`config.mk`:
```
export PLATFORM = sky130hd
export DESIGN_NAME = udl_irq_list
export DESIGN_NICKNAME = d
export VERILOG_FILES = /design/src/include/udl_pkg.sv /design/src/include/udl_list_if.sv /design/src/core/udl_irq_list.sv /design/src/core/udl_list_map.sv
export SDC_FILE = /design/constraint.sdc
export NUM_CORES = 1
export LEC_CHECK = 0
export BUFFER_PORTS_ARGS = -buffer_cell sky130_fd_sc_hd__buf_2
export CORE_UTILIZATION = 60
export CTS_BUF_LIST = sky130_fd_sc_hd__clkbuf_2
export CTS_CLUSTER_SIZE = 12
export DETAILED_ROUTE_END_ITERATION = 12
export GPL_ROUTABILITY_DRIVEN = 0
export GPL_TIMING_DRIVEN = 1
export MAX_ROUTING_LAYER = met4
export PLACE_DENSITY_LB_ADDON = 0.15
export SLEW_MARGIN = 0
export SYNTH_ARGS = -nofsm -noshare
export SYNTH_HDL_FRONTEND = slang
export SYNTH_SLANG_ARGS = --single-unit
```
`constraint.sdc`:
```
create_clock -name sys_clk -period 5.46 [get_ports sys_clk]
set_input_delay 1.092 -clock sys_clk [delete_from_list [all_inputs] [get_ports sys_clk]]
set_output_delay 1.092 -clock sys_clk [all_outputs]
set_load 0.02 [all_outputs]
```
`src/include/udl_pkg.sv`:
```
// constants, field layouts and types shared by the interrupt and endpoint list logic
package udl_pkg;
  // register byte addresses
  localparam logic [31:0] UDL_LIST_START_ADDR = 32'h4008_0008; // endpoint list start pointer
  localparam logic [31:0] UDL_PENDING_ADDR    = 32'h4008_0020; // usb_interrupt_pending
  localparam logic [31:0] UDL_ENABLE_ADDR     = 32'h4008_0024; // usb_interrupt_enable
  localparam logic [31:0] UDL_FORCE_ADDR      = 32'h4008_0028; // usb_interrupt_force
  localparam logic [31:0] UDL_LINE_SEL_ADDR   = 32'h4008_002c; // usb_interrupt_line_select
  localparam logic [31:0] UDL_TOGGLE_ADDR     = 32'h4008_0034; // endpoint_data_toggle_view
  // implemented interrupt bits: endpoints 9:0, frame 30, device status 31
  localparam logic [31:0] UDL_IRQ_BITS        = 32'hc000_03ff;
  localparam int          UDL_FRAME_BIT       = 30;
  localparam int          UDL_DEV_BIT         = 31;
  localparam int          UDL_NUM_DIR         = 10;           // endpoint directions
  localparam logic [31:0] UDL_RESET_WORD      = 32'h0000_0000;
  localparam logic [9:0]  UDL_RESET_DIRS      = 10'h000;
  // list word fields
  localparam int          UDL_ACTIVE_BIT      = 31;
  localparam int          UDL_DISABLE_BIT     = 30;
  localparam int          UDL_STALL_BIT       = 29;
  localparam int          UDL_COUNT_LSB       = 16;
  localparam int          UDL_COUNT_W         = 10;
  localparam int          UDL_OFFSET_W        = 16;
  localparam logic [4:0]  UDL_SETUP_WIDX      = 5'h01;        // setup word position
  localparam logic [4:0]  UDL_CTRL_IN_WIDX    = 5'h02;        // control IN word position
  localparam logic [4:0]  UDL_EP1_WIDX        = 5'h04;        // first non-control word
  // engine states and token answers
  typedef enum logic [1:0] {UDL_IDLE, UDL_FETCH, UDL_CAPT, UDL_WRITE} udl_state_t;
  typedef enum logic [1:0] {UDL_OP_TOKEN, UDL_OP_DONE, UDL_OP_SKIP} udl_op_t;
  typedef enum logic [1:0] {UDL_RES_NAK, UDL_RES_READY, UDL_RES_STALL, UDL_RES_IGNORE} udl_res_t;
endpackage

```
`src/include/udl_list_if.sv`:
```
// signals between the list engine and the list word decoder
`timescale 1ns/1ps
`default_nettype none
interface udl_list_if;
  logic [2:0]  ep;        // endpoint number 0..4
  logic        dir_in;    // 1 for the IN direction
  logic        buf_sel;   // buffer 0 or 1
  logic        setup;     // select the setup word
  logic [31:0] word;      // list word fetched from memory
  logic [4:0]  widx;      // word index inside the list
  logic [3:0]  sidx;      // interrupt bit of the endpoint direction
  logic        ctrl;      // control endpoint, single buffer
  logic        active;    // buffer owned by hardware
  logic        disabled;  // endpoint switched off
  logic        stall;     // stall requested
  logic [9:0]  count;     // byte count field
  logic [15:0] offset;    // buffer address offset field
  modport engine  (output ep, dir_in, buf_sel, setup, word,
                   input  widx, sidx, ctrl, active, disabled, stall, count, offset);
  modport decoder (input  ep, dir_in, buf_sel, setup, word,
                   output widx, sidx, ctrl, active, disabled, stall, count, offset);
endinterface
`default_nettype wire

```
`src/core/udl_irq_list.sv`:
```
// Notes on behaviour
// - enabled pending bit raises its routed line
// - enable bits 9:0, 30, 31, reset zero
// - writing one forces pending bit set
// - force register reads back pending bits
// - line select: zero normal, one fast
// - toggle view bits 9:0, rest zero
// - list words located from start pointer
// - fixed word order of the list
// - offset 15:0, count 25:16, flags above
// - setup word holds only an offset
// - control directions use one word each
// - other directions double buffered, two words
// - pending set by hardware, write-one clears
// - active cleared by hardware when count reaches zero, on a short packet, on skip
// - disabled endpoint tokens get no answer
//
// Chosen here: the plain strobed port.
`timescale 1ns/1ps
`default_nettype none
module udl_irq_list #(
  parameter int NUM_DIR = 10
) (
  // clock, reset and freeze
  input  wire logic                    sys_clk,
  input  wire logic                    nrst,
  input  wire logic                    clk_en,
  // register bus
  input  wire logic [31:0]             reg_addr,
  input  wire logic [31:0]             reg_wdata,
  input  wire logic                    reg_wr,
  input  wire logic                    reg_rd,
  output logic      [31:0]             reg_rdata,
  // interrupt lines
  output logic                         irq_normal,
  output logic                         fast_interrupt_line,
  // events and endpoint state
  input  wire logic                    frame_tick,
  input  wire logic                    dev_status_evt,
  input  wire logic [NUM_DIR-1:0]      ep_toggle,
  input  wire logic [NUM_DIR-1:0]      skip_req,
  // token lookup and transfer end
  input  wire logic                    tok_valid,
  input  wire logic [2:0]              tok_ep,
  input  wire logic                    tok_in,
  input  wire logic                    tok_setup,
  output logic                         tok_ack,
  output udl_pkg::udl_res_t            tok_res,
  output logic      [15:0]             tok_offset,
  output logic      [9:0]              tok_count,
  input  wire logic                    xfer_done,
  input  wire logic [9:0]              xfer_bytes,
  input  wire logic                    xfer_short,
  // engine status and list memory port
  output logic                         busy,
  output logic      [31:0]             mem_addr,
  output logic                         mem_rd,
  output logic                         mem_wr,
  output logic      [31:0]             mem_wdata,
  input  wire logic [31:0]             mem_rdata
);
  import udl_pkg::*;

  // all state of the block in one record
  typedef struct packed {
    // register contents
    logic [31:0]        en_r;       // interrupt enables
    logic [31:0]        route_r;    // line select, one means fast line
    logic [31:0]        pend_r;     // pending interrupt bits
    logic [31:0]        lstart_r;   // list start pointer
    logic [NUM_DIR-1:0] tog_r;      // sampled data toggles
    logic [NUM_DIR-1:0] skipq_r;    // skip requests still to serve
    logic [NUM_DIR-1:0] bufsel_r;   // current buffer per direction
    logic [31:0]        rdata_r;    // read answer
    logic               irqn_r;     // normal line
    logic               irqf_r;     // fast line

    // list engine
    udl_state_t         st_r;       // engine state
    udl_op_t            op_r;       // operation in flight
    logic [2:0]         ep_r;       // endpoint of the operation
    logic               dir_r;      // direction of the operation
    logic               setup_r;    // setup word wanted
    logic [9:0]         bytes_r;    // bytes moved by the finished transfer
    logic               short_r;    // transfer ended short
    logic               busy_r;     // engine cannot take a request

    // outputs to memory and token side
    logic [31:0]        maddr_r;    // memory address
    logic               mrd_r;      // memory read strobe
    logic               mwr_r;      // memory write strobe
    logic [31:0]        mwdata_r;   // memory write data
    logic               ack_r;      // token answer pulse
    udl_res_t           res_r;      // token answer kind
    logic [15:0]        aoff_r;     // answered buffer offset
    logic [9:0]         acnt_r;     // answered byte count
  } udl_st_t;

  udl_st_t q_r;   // registered state
  udl_st_t q_nxt; // next state

  // decoder shared by every operation
  udl_list_if lst ();
  udl_list_map u_map (
    .lst (lst)
  );

  assign lst.ep      = q_r.ep_r;
  assign lst.dir_in  = q_r.dir_r;
  assign lst.setup   = q_r.setup_r;
  // buffer picked by the direction under lookup
  assign lst.buf_sel = q_r.bufsel_r[lst.sidx];
  assign lst.word    = mem_rdata;

  // every output leaves straight from the state record
  assign reg_rdata           = q_r.rdata_r;
  assign irq_normal          = q_r.irqn_r;
  assign fast_interrupt_line = q_r.irqf_r;
  assign tok_ack             = q_r.ack_r;
  assign tok_res             = q_r.res_r;
  assign tok_offset          = q_r.aoff_r;
  assign tok_count           = q_r.acnt_r;
  assign busy                = q_r.busy_r;
  assign mem_addr            = q_r.maddr_r;
  assign mem_rd              = q_r.mrd_r;
  assign mem_wr              = q_r.mwr_r;
  assign mem_wdata           = q_r.mwdata_r;

  // register bus, interrupt bookkeeping and list engine
  always_comb begin
    logic [31:0]        hw_set;   // events raised this cycle
    logic [31:0]        sw_set;   // bits forced by software
    logic [31:0]        sw_clr;   // bits cleared by software
    logic [31:0]        pend_new; // pending after this cycle
    logic [9:0]         left;     // byte count after the transfer
    logic               retire;   // buffer handed back to software
    logic [NUM_DIR-1:0] skip_pick;
    logic [3:0]         skip_idx;
    // scratch values start defined
    hw_set    = 32'h0000_0000;
    sw_set    = 32'h0000_0000;
    sw_clr    = 32'h0000_0000;
    pend_new  = 32'h0000_0000;
    left      = 10'h000;
    retire    = 1'b0;
    skip_pick = '0;
    skip_idx  = 4'h0;
    q_nxt     = q_r;
    // pulses drop after one cycle
    q_nxt.ack_r = 1'b0;
    q_nxt.mrd_r = 1'b0;
    q_nxt.mwr_r = 1'b0;

    // frame and device events arrive as one-cycle pulses
    hw_set[UDL_FRAME_BIT] = frame_tick;
    hw_set[UDL_DEV_BIT]   = dev_status_evt;
    q_nxt.tog_r   = ep_toggle;
    // skips wait until the engine is free
    q_nxt.skipq_r = q_r.skipq_r | skip_req;

    // register writes
    if (reg_wr) begin
      case (reg_addr)
        UDL_ENABLE_ADDR: begin
          q_nxt.en_r = reg_wdata & UDL_IRQ_BITS;
        end

        UDL_LINE_SEL_ADDR: begin
          q_nxt.route_r = reg_wdata & UDL_IRQ_BITS;
        end

        UDL_FORCE_ADDR: begin
          sw_set = reg_wdata & UDL_IRQ_BITS;
        end

        // write one to clear
        UDL_PENDING_ADDR: begin
          sw_clr = reg_wdata & UDL_IRQ_BITS;
        end

        // word aligned, low two bits dropped
        UDL_LIST_START_ADDR: begin
          q_nxt.lstart_r = {reg_wdata[31:2], 2'b00};
        end

        default: begin
          // unmapped writes are dropped
        end
      endcase
    end

    // register reads answer in the next cycle only
    q_nxt.rdata_r = 32'h0000_0000;
    if (reg_rd) begin
      case (reg_addr)
        UDL_ENABLE_ADDR:     q_nxt.rdata_r = q_r.en_r;
        UDL_LINE_SEL_ADDR:   q_nxt.rdata_r = q_r.route_r;
        UDL_PENDING_ADDR:    q_nxt.rdata_r = q_r.pend_r;
        UDL_FORCE_ADDR:      q_nxt.rdata_r = q_r.pend_r;
        UDL_TOGGLE_ADDR:     q_nxt.rdata_r = 32'(q_r.tog_r);
        UDL_LIST_START_ADDR: q_nxt.rdata_r = q_r.lstart_r;
        default:             q_nxt.rdata_r = 32'h0000_0000;
      endcase
    end

    // list engine: one operation at a time, completions before tokens before skips
    case (q_r.st_r)
      UDL_IDLE: begin
        // lowest queued skip wins
        for (int i = NUM_DIR - 1; i >= 0; i--) begin
          if (q_r.skipq_r[i]) begin
            skip_idx = 4'(i);
          end
        end

        // completions first, then tokens
        if (xfer_done) begin
          q_nxt.op_r    = UDL_OP_DONE;
          q_nxt.bytes_r = xfer_bytes;
          q_nxt.short_r = xfer_short;
          q_nxt.setup_r = 1'b0;
          q_nxt.st_r    = UDL_FETCH;
          q_nxt.busy_r  = 1'b1;
        end else if (tok_valid) begin
          // kept for the completion that follows
          q_nxt.op_r    = UDL_OP_TOKEN;
          q_nxt.ep_r    = tok_ep;
          q_nxt.dir_r   = tok_in;
          q_nxt.setup_r = tok_setup;
          q_nxt.st_r    = UDL_FETCH;
          q_nxt.busy_r  = 1'b1;
        end else if (|q_r.skipq_r) begin
          // hazard: the served skip bit is cleared only here, so new requests keep queueing
          q_nxt.op_r    = UDL_OP_SKIP;
          q_nxt.ep_r    = 3'(skip_idx[3:1]);
          q_nxt.dir_r   = skip_idx[0];
          q_nxt.setup_r = 1'b0;
          skip_pick     = NUM_DIR'(1) << skip_idx;
          q_nxt.skipq_r = (q_r.skipq_r & ~skip_pick) | skip_req;
          q_nxt.st_r    = UDL_FETCH;
          q_nxt.busy_r  = 1'b1;
        end
      end

      UDL_FETCH: begin
        // word address is the list start plus four bytes per word
        q_nxt.maddr_r = q_r.lstart_r + {25'h0, lst.widx, 2'b00};
        q_nxt.mrd_r   = 1'b1;
        q_nxt.st_r    = UDL_CAPT;
      end

      UDL_CAPT: begin
        // strobe seen by memory this cycle; data arrives next cycle
        q_nxt.st_r = UDL_WRITE;
      end

      UDL_WRITE: begin
        q_nxt.st_r   = UDL_IDLE;
        q_nxt.busy_r = 1'b0;

        case (q_r.op_r)
          UDL_OP_TOKEN: begin
            q_nxt.ack_r  = 1'b1;
            q_nxt.aoff_r = lst.offset;
            q_nxt.acnt_r = lst.count;
            if (q_r.setup_r) begin
              // setup is always taken
              q_nxt.res_r = UDL_RES_READY;
              hw_set[0]   = 1'b1;
            end else if (lst.disabled) begin
              // no data and no handshake
              q_nxt.res_r = UDL_RES_IGNORE;
            end else if (lst.active) begin
              q_nxt.res_r = UDL_RES_READY;
            end else if (lst.stall) begin
              // active outranks stall
              q_nxt.res_r = UDL_RES_STALL;
            end else begin
              q_nxt.res_r = UDL_RES_NAK;
            end
          end

          UDL_OP_DONE, UDL_OP_SKIP: begin
            // count runs down, a short packet or a skip hands the buffer back
            left = (q_r.bytes_r >= lst.count) ? 10'h000 : lst.count - q_r.bytes_r;
            // a skip moves no data
            if (q_r.op_r == UDL_OP_SKIP) begin
              left = lst.count;
            end

            retire = lst.active & ((left == 10'h000) | q_r.short_r | (q_r.op_r == UDL_OP_SKIP));
            q_nxt.maddr_r  = q_r.maddr_r;
            q_nxt.mwr_r    = 1'b1;
            q_nxt.mwdata_r = mem_rdata;
            q_nxt.mwdata_r[UDL_COUNT_LSB +: UDL_COUNT_W] = left;
            q_nxt.mwdata_r[UDL_ACTIVE_BIT] = lst.active & ~retire;
            // interrupt and buffer flip only on hand-back
            if (retire) begin
              hw_set[lst.sidx] = 1'b1;
              if (!lst.ctrl) begin
                q_nxt.bufsel_r[lst.sidx] = ~q_r.bufsel_r[lst.sidx];
              end
            end
          end

          default: begin
            q_nxt.mwr_r = 1'b0;
          end
        endcase
      end

      // unused encodings fall back to idle
      default: begin
        q_nxt.st_r   = UDL_IDLE;
        q_nxt.busy_r = 1'b0;
      end
    endcase

    // a set in the same cycle as a clear is kept
    pend_new     = (q_r.pend_r & ~sw_clr) | hw_set | sw_set;
    q_nxt.pend_r = pend_new & UDL_IRQ_BITS;

    // lines follow the pending bits, one cycle behind
    q_nxt.irqn_r = |(q_r.pend_r & q_r.en_r & ~q_r.route_r);
    q_nxt.irqf_r = |(q_r.pend_r & q_r.en_r & q_r.route_r);
  end

  // state register; clock enable low freezes everything
  always_ff @(posedge sys_clk or negedge nrst) begin
    if (!nrst) begin
      q_r          <= '0;
      // fields restated so reset values stay visible
      q_r.en_r     <= UDL_RESET_WORD;
      q_r.route_r  <= UDL_RESET_WORD;
      q_r.pend_r   <= UDL_RESET_WORD;
      q_r.bufsel_r <= UDL_RESET_DIRS;
      q_r.st_r     <= UDL_IDLE;
      q_r.op_r     <= UDL_OP_TOKEN;
      q_r.res_r    <= UDL_RES_NAK;
    end else if (clk_en) begin
      q_r <= q_nxt;
    end
  end
endmodule
`default_nettype wire

```
`src/core/udl_list_map.sv`:
```
// endpoint list word placement and field decode
`timescale 1ns/1ps
`default_nettype none
module udl_list_map (
  udl_list_if.decoder lst
);
  import udl_pkg::*;

  // word position: fixed list order, control words first, then two buffers per direction
  always_comb begin
    if (lst.setup) begin
      lst.widx = UDL_SETUP_WIDX;
    end else if (lst.ep == 3'h0) begin
      lst.widx = lst.dir_in ? UDL_CTRL_IN_WIDX : 5'h00;
    end else begin
      lst.widx = 5'({lst.ep[1:0] - 2'h1, lst.dir_in, lst.buf_sel}) + UDL_EP1_WIDX;
    end
  end

  // field decode; control words keep the disable position reserved
  always_comb begin
    lst.ctrl     = (lst.ep == 3'h0);
    lst.sidx     = {lst.ep, lst.dir_in};
    lst.offset   = lst.word[UDL_OFFSET_W-1:0];
    lst.count    = lst.setup ? 10'h000 : lst.word[UDL_COUNT_LSB +: UDL_COUNT_W];
    lst.active   = ~lst.setup & lst.word[UDL_ACTIVE_BIT];
    lst.stall    = ~lst.setup & lst.word[UDL_STALL_BIT];
    lst.disabled = ~lst.setup & ~lst.ctrl & lst.word[UDL_DISABLE_BIT];
  end
endmodule
`default_nettype wire

```
==> results.txt, run 1 <==
The flow ran to the end, and the final reports show no timing, DRC or antenna violations. The H-tree was split into 2 levels. Adding up every negative setup slack in the final design gives 0 ns. The clock passes through at most 3 buffers. In this run the count of I/O pins placed on the die edge is 271.

The internal portion of the total power is 3.48 mW. The die covers 21700 um2. The tools report the number of max-slew violations in the final report as 0. The clock arrives with 0.0409 ns of skew. For the number of DRC violations after detailed-routing iteration 0, the log shows 586. After clock tree synthesis, the clock-pin slew on the worst setup and hold paths is 0.11 ns. The synthesized design spends more area on one cell type than any other, namely sky130_fd_sc_hd__dfrtp_1. Clock tree synthesis found a total of 244 sinks. Number of vias after detailed routing: 9579.

In the routed design, unresolved DRC markers number 0. Ranked by total cell area, the synthesized netlist is headed by sky130_fd_sc_hd__dfrtp_1 48%, sky130_fd_sc_hd__mux2_2 11%, sky130_fd_sc_hd__buf_4 7.3%. The fraction of layout cells with a size suffix above 1 came out at 0.353. For this block, the routed nets add up to 28800 um of wire. The buffer and inverter count on the worst path was 1; the pin count of the biggest net entering global routing was 132. The run gives 9305 as the via count of the first global-routing pass. The Yosys step of the flow raised 0 warnings. The final hold violation count came out at 0.

The worst min-delay path class was in -> async. The share of flip-flops with an asynchronous set or reset after synthesis is 1.00. Measured along the x axis, the die boundary spans 147 um. Synthesis instantiated 70 different standard cells from the library. Once the clock tree was built, the resizer swapped 0 gates to a different size.

The data required time at the worst endpoint is 6.13 ns, and the biggest fanout along the worst timing path is 9. The logic gate share of total power came out at 0.373. The run gives 20700 um as the post-DP HPWL.

The part of the total power dissipated in the clock network was 0.208; the highest clock frequency the design can meet was 244 MHz. The category of the most critical setup path was reg -> reg. The run gives 0 as the sum of overflow across all layers after global routing. Total power per unit cell area: 411 nW/um2. The stage delay of the slowest cell on the critical path works out to 0.52 ns. The tools report the sort of element at the end of the critical path as a flop. The leakage power summed over all cells came out at 6.96 nW. The primary flip-flop cell chosen by synthesis mapping is sky130_fd_sc_hd__dfrtp_1.

Top cell type's share of synthesized area: 0.481. From bottom edge to top edge, the die measures 147 um. Overall global routing resource usage: 0.277.

The critical path goes through mux4_2 > mux2i_1 > o22a_1 > o21ai_0 > ha_1 > inv_1 > fa_1 > nor2b_1 > o21ai_0 > a21boi_0 > o2111a_1 > nand3_1 > nor2_1 > xnor2_1 > o21ai_0. The run gives 0.481 as the sequential-to-total area share from yosys stat. For the number of nets with antenna violations after routing, the log shows 0. The run gives 2.24 mW as the reported net switching power. The measured slew at the worst slew-check pin was 1.04 ns; the total of flip-flops plus latches after synthesis was 244.

Register share of total power: 0.420. The cell that appears most often on the critical path is sky130_fd_sc_hd__o21ai_0. On the critical path, the stage with the largest delay is an instance of sky130_fd_sc_hd__dfrtp_1. The final worst-path cycle share came out at 0.751. The worst path in the final design needs a cycle of 4.10 ns, including I/O delays and setup. Setup repair after global routing left no endpoint under its margin. The maximum VDD drop came out at 0.360 mV. The tools report the root buffer cell as sky130_fd_sc_hd__clkbuf_2. The logs give 0.299 for the remaining max-slew budget at the tightest pin and 20500 um2 for the area of the core. On the critical path the largest part of the delay comes from compound AO/OA/AOI/OAI gates. Counting flops with a built-in enable in the synthesized netlist gives 0. The number of port buffers is 268, and the mean routed wirelength per cell is 16.8 um. The area added between synthesis and finish works out to 9.51%. The switching share of power is 0.392, and the total power is 5.72 mW.

The first global-routing pass estimated 46900 um of wire. For the effective utilization at floorplan, the log shows 0.620. The total iterations of the first detailed-routing run was 6; the cell count after synthesis was 1238. TritonCTS built the clock tree. In the final design database the tool counted 1573 nets. The tools report the netlist area before placement as 12700 um2. The most frequent cell after synthesis was sky130_fd_sc_hd__dfrtp_1. A synthesized cell averages 10.3 um2. The tools report the total CTS buffers as 61. The floorplan has 52 rows. The logs give 0 for the count of final setup violators and 0 for the number of max-cap violations. Cts-stage hold buffer count: 0. The commonest cells after synthesis are 244 x sky130_fd_sc_hd__dfrtp_1, 130 x sky130_fd_sc_hd__nand2_1, 125 x sky130_fd_sc_hd__mux2_2. STA classifies the critical path startpoint as a flop.

Data on the critical path arrives at its endpoint at 4.77 ns. Number of antenna violations at the first check in global routing: 2. The later pin in the worst-skew pair is clocked with a latency of 0.86 ns. The buffer count from post-CTS setup fixing was 0.

The routed via count divided by cell count works out to 5.57.
## per-stage QoR
step | hold slack (ns) | setup slack [ns] | utilization | area, um2 | cells
finish | 0.331 | 1.36 | 0.678 | 13900 | 1719
floorplan | 0.424 | 1.62 | - | 12700 | 1239
CTS | 0.307 | 1.45 | 0.678 | 13900 | 1717
detailed placement | 0.366 | 1.26 | 0.652 | 13400 | 1615
global route | 0.345 | 1.05 | 0.678 | 13900 | 1719
global placement | 0.366 | 1.33 | 0.652 | 13400 | 1615
## state kept, by name (all words and copies together) (netlist names)
signal / flops
tok_ack: 1
fast_interrupt_line: 1
lst.dir_in: 1
lst.setup: 1
irq_normal: 1
q_r: 111
busy: 1
tok_count: 10
mem_addr: 30
mem_wdata: 32
mem_wr: 1
tok_offset: 16
tok_res: 2
lst.ep: 3
reg_rdata: 32
mem_rd: 1
## cell usage in the layout, fill, tap and decap left out, drive strengths merged, types with 8 or more instances in the layout
master	n
nand3	37
xor2	20
a222oi	8
clkbuf	88
inv	74
o31ai	8
a221oi	8
clkinv	12
and3	10
xnor2	11
nor2b	12
dfrtp	244
nor3	19
o22ai	15
nor4	11
mux2i	8
a22o	8
buf	279
o21ai	93
a21oi	41
mux2	131
ha	22
nor2	57
nand2	130
## logic make-up after synthesis
family	share of synthesized area
buffers and inverters	0.110
xor gates and xnor gates	0.0214
muxes	0.126
and+or+nand+nor	0.119
other	0.000295
AOI/OAI and AO/OA	0.117
adders and majority gates	0.0248
DFF	0.481
## layer usage
layer / up-vias / track usage / wire length [um]
met4: 0 / 0.0990 / 629
met3: 55 / 0.0506 / 1810
li1: 4552 / - / -
met2: 345 / 0.428 / 13700
met1: 4627 / 0.370 / 12700
met5: - / - / 0
## area by class of cell
cell class / count / area [um2]
Clock inverter: 14 / 88.8
Tap cell: 270 / 338
Multi-Input combinational cell: 748 / 5200
Sequential cell: 244 / 6110
Timing Repair Buffer: 279 / 1450
Inverter: 74 / 278
Clock buffer: 88 / 440
Fill cell: 1715 / 6590
Antenna cell: 2 / 5.00
## worst paths after layout
check,slack (ns),to,depth (start not counted),from
max,1.36,mem_addr[26],15,lst.dir_in
min,0.33,reg_rdata[16],1,nrst
max reg2reg,1.36,mem_addr[26],15,lst.dir_in
min reg2reg,0.39,q_r[150],0,q_r[150]
max in group asynchronous,4.02,fast_interrupt_line,2,nrst
min in group sys_clk,0.39,q_r[150],0,q_r[150]
## power by group through the flow
stage	sequential, mW	clock, mW	combinational [mW]
floorplan	2.36	0	1.83
global placement	2.42	0	2.08
detailed placement	2.44	0	2.13
CTS	2.40	1.23	2.14
global route	2.45	1.32	2.34
finish	2.40	1.19	2.13
Note: power is estimated with default switching activity, not from simulation.
==> inputs of run 2 (changes only) <==
--- a/config.mk
+++ b/config.mk
@@ -6,7 +6,7 @@
 export NUM_CORES = 1
 export LEC_CHECK = 0
 export BUFFER_PORTS_ARGS = -buffer_cell sky130_fd_sc_hd__buf_2
-export CORE_UTILIZATION = 60
+export CORE_UTILIZATION = 51
 export CTS_BUF_LIST = sky130_fd_sc_hd__clkbuf_2
 export CTS_CLUSTER_SIZE = 12
 export DETAILED_ROUTE_END_ITERATION = 12
==> constraint.sdc (replaced) <==
create_clock -name sys_clk -period 3.5 [get_ports sys_clk]
set_input_delay 0.7 -clock sys_clk [delete_from_list [all_inputs] [get_ports sys_clk]]
set_output_delay 0.7 -clock sys_clk [all_outputs]
set_load 0.02 [all_outputs]
==> results.txt, run 2 (synthesis gave the netlist of run 1 again) <==
For the I/O pin count, the log shows 271 (unchanged). The most flop-heavy register is q_r. The pin count of the biggest net entering global routing was 100 (-24%); the post-detailed-placement cell area was 13900 um2 (+3.9%). The total iterations of the first detailed-routing run is 6 (unchanged). The core occupancy in the finished layout came out at 0.602 (-0.0761).

The run gives 0 (unchanged) as the number of nets with antenna violations after routing. The number of max-cap violations is 0 (unchanged), and the overall die area is 25500 um2 (+17%). Commonest non-fill, non-tap cell in the layout: sky130_fd_sc_hd__buf_2. The count of final setup violators is 0 (unchanged), and the number of instances in the placed design is 1727 (+6.9%). The total CTS buffers is 67 (+9.8%).

The data arrival time of the worst path was 4.08 ns (-0.69 ns); the filler cell count was 2206 (+29%). The data required time at the worst endpoint is 4.13 ns (-2.00 ns). The routed via count divided by cell count works out to 5.26 (-5.7%). Fraction of layout cells with a size suffix above 1: 0.403 (+0.0501). Remaining max-slew budget at the tightest pin: 0.376 (+0.0771). The post-DP HPWL is 22200 um (+7.3%). The flow ran to the end, and the final reports show no timing, DRC or antenna violations. The number of nets in the finished design is 1640 (+4.3%). The clock slew seen by the registers of the worst setup and hold paths was 0.11 ns (about the same). Overall global routing resource usage: 0.251 (-0.0263).

For the highest clock frequency the design can meet, the log shows 290 MHz (+19%). The run gives 14700 um2 (+5.7%) as the design area. The maximum buffer depth of the clock tree is 3 (unchanged), and the sum of overflow across all layers after global routing is 0 (unchanged).

The maximum VDD drop is 0.381 mV (+6.0%), and the x dimension of the die is 160 um (+8.4%). The leakage power summed over all cells came out at 7.35 nW (+5.6%). The filler-free cell count of the finished design was 1847 (+7.4%). Walking the worst path, the cells encountered are buf_6 > and2b_2 > ha_4 > buf_6 > nand2b_1 > mux2_4 > a211o_1 > a211oi_4 > nor4_4 > buf_4 > a311oi_4 > nor2_1 > mux2_1. The run gives 0.05 ns (-1.30 ns) as the slack of the worst reg-to-reg path. The most numerous cell type found on the critical path is sky130_fd_sc_hd__buf_6. The area of the core was 24400 um2 (+19%).

Worst min-delay path class: in -> reg. The tools report the via count of the first global-routing pass as 9793 (+5.2%). The cell row count came out at 57 (+9.6%). The final worst-path cycle share was 0.984 (+0.233). From synthesis to final layout, the design area changed by 15.7%. The tools report the hold path startpoint as xfer_bytes[8]. The wire length of the first global-routing pass was 49900 um (+6.2%); the clock latency at the later pin of the worst-skew pair was 0.79 ns (-0.07 ns). Final total negative setup slack: 0 ns (unchanged). Total power: 9.79 mW (+71%). The measured slew at the worst slew-check pin came out at 0.933 ns (-0.105 ns). Source of the worst register-to-register timing path: lst.setup. The number of DRC violations after detailed-routing iteration 0 is 652 (+11%). The worst setup path is launched from a flop. In this run the clock root is driven by a sky130_fd_sc_hd__clkbuf_2. TritonCTS built the clock tree. The effective utilization at floorplan is 0.521 (-0.0990). The time the worst path needs with I/O delays and setup is 3.45 ns (-0.655 ns).

Biggest fanout along the worst timing path: 8 (-1). Sink count of the clock tree: 244 (unchanged). The worst setup path is captured at a flop. The worst hold path terminates at q_r[105]. The number of levels the H-tree was split into was 3 (+1). The number of max-slew violations in the final report is 0 (unchanged).

The final hold violation count was 0 (unchanged). Category of the most critical setup path: reg -> reg. The stage delay of the slowest cell on the critical path was 0.48 ns (-0.04 ns); the number of vias after detailed routing was 9709 (+1.4%).

Number of port buffers: 268 (unchanged). The worst reg2reg path endpoint is q_r[156]. The count of unresolved DRC violations after routing came out at 0 (unchanged).

The library cells used most frequently in the layout, excluding fill and tap cells, are 267 x sky130_fd_sc_hd__buf_2, 241 x sky130_fd_sc_hd__dfrtp_1, 129 x sky130_fd_sc_hd__nand2_1. Number of flip-flops in the largest register: 111 (unchanged). Setup repair after global routing could not meet its margin everywhere. The total power per unit cell area works out to 666 nW/um2 (+62%). For the sum of routed wire length over all layers, the log shows 30500 um (+5.8%). The number of antenna violations at the first check in global routing was 3 (+1); the mean routed wirelength per cell was 16.5 um (-1.6%).

The worst-case reg-to-reg path depth is 13 (-2), and the clock tree skew after final layout is 0.0714 ns (+0.0304 ns). For this design, the slowest cell found on the critical path is sky130_fd_sc_hd__dfrtp_2. Vertical extent of the die: 160 um (+8.4%). The worst hold path passes through 2 cells.
==> run 2: area by class of cell <==
type | count | area (um2) | area share
Clock buffer | 104 | 520 | 0.0354
Multi-Input combinational cell | 748 | 5330 | 0.363
Clock inverter | 10 | 116 | 0.00792
Antenna cell | 3 | 7.51 | 0.000511
Sequential cell | 244 | 6110 | 0.416
Tap cell | 324 | 405 | 0.0276
Timing Repair Buffer | 340 | 1930 | 0.131
Inverter | 74 | 278 | 0.0189
==> run 2: layer usage <==
layer	wire length (um)	part of all wire	track usage
met4	724	0.024	0.0970
met5	0	0	-
met3	1560	0.051	0.0403
met2	14400	0.47	0.383
met1	13800	0.45	0.337
==> run 2: critical path: cells and delay by family, from the launching register on <==
family	cells	cell delay (ns)
multiplexers	2	0.62
AND/OR/NAND/NOR	4	0.47
flip-flops	1	0.48
adder cells (fa/ha/maj)	1	0.28
buffers and inverters	3	0.41
AO/OA/AOI/OAI	3	1.06
==> run 2: through the flow <==
step | setup slack [ns] | hold WS, ns
final | 0.0546 | 0.133
after detailed placement | -0.217 | 0.370
after global placement | -0.132 | 0.370
after global routing | -0.0613 | 0.0736
after floorplan | 0.0491 | 0.404
after CTS | 0.0117 | 0.0278
==> run 2: how the worst max path moves through the flow <==
stage,slack [ns],cells past startpoint,startpoint,end
after floorplan,0.05,10,mem_rdata[19],q_r[153]
after global placement,-0.13,11,mem_rdata[19],q_r[159]
after detailed placement,-0.22,11,mem_rdata[19],q_r[159]
after CTS,0.01,15,lst.dir_in,mem_addr[30]
after global routing,-0.06,13,lst.setup,q_r[156]
final,0.05,13,lst.setup,q_r[156]
==> run 2: power breakdown <==
group	internal (mW)	switching, mW	total [mW]
clock network	0.993	1.15	2.14
registers	3.37	0.351	3.72
logic	1.74	2.19	3.93
==> run 2: what timing repair did <==
| action | in CTS | in global routing |
|---|---|---|
| hold endpoints to repair | 54 | 0 |
| setup endpoints to repair | 4 | 23 |
| pin swaps | 0 | 10 |
| setup buffers | 0 | 3 |
| resized for setup | 1 | 31 |
| hold buffers | 1 | 0 |
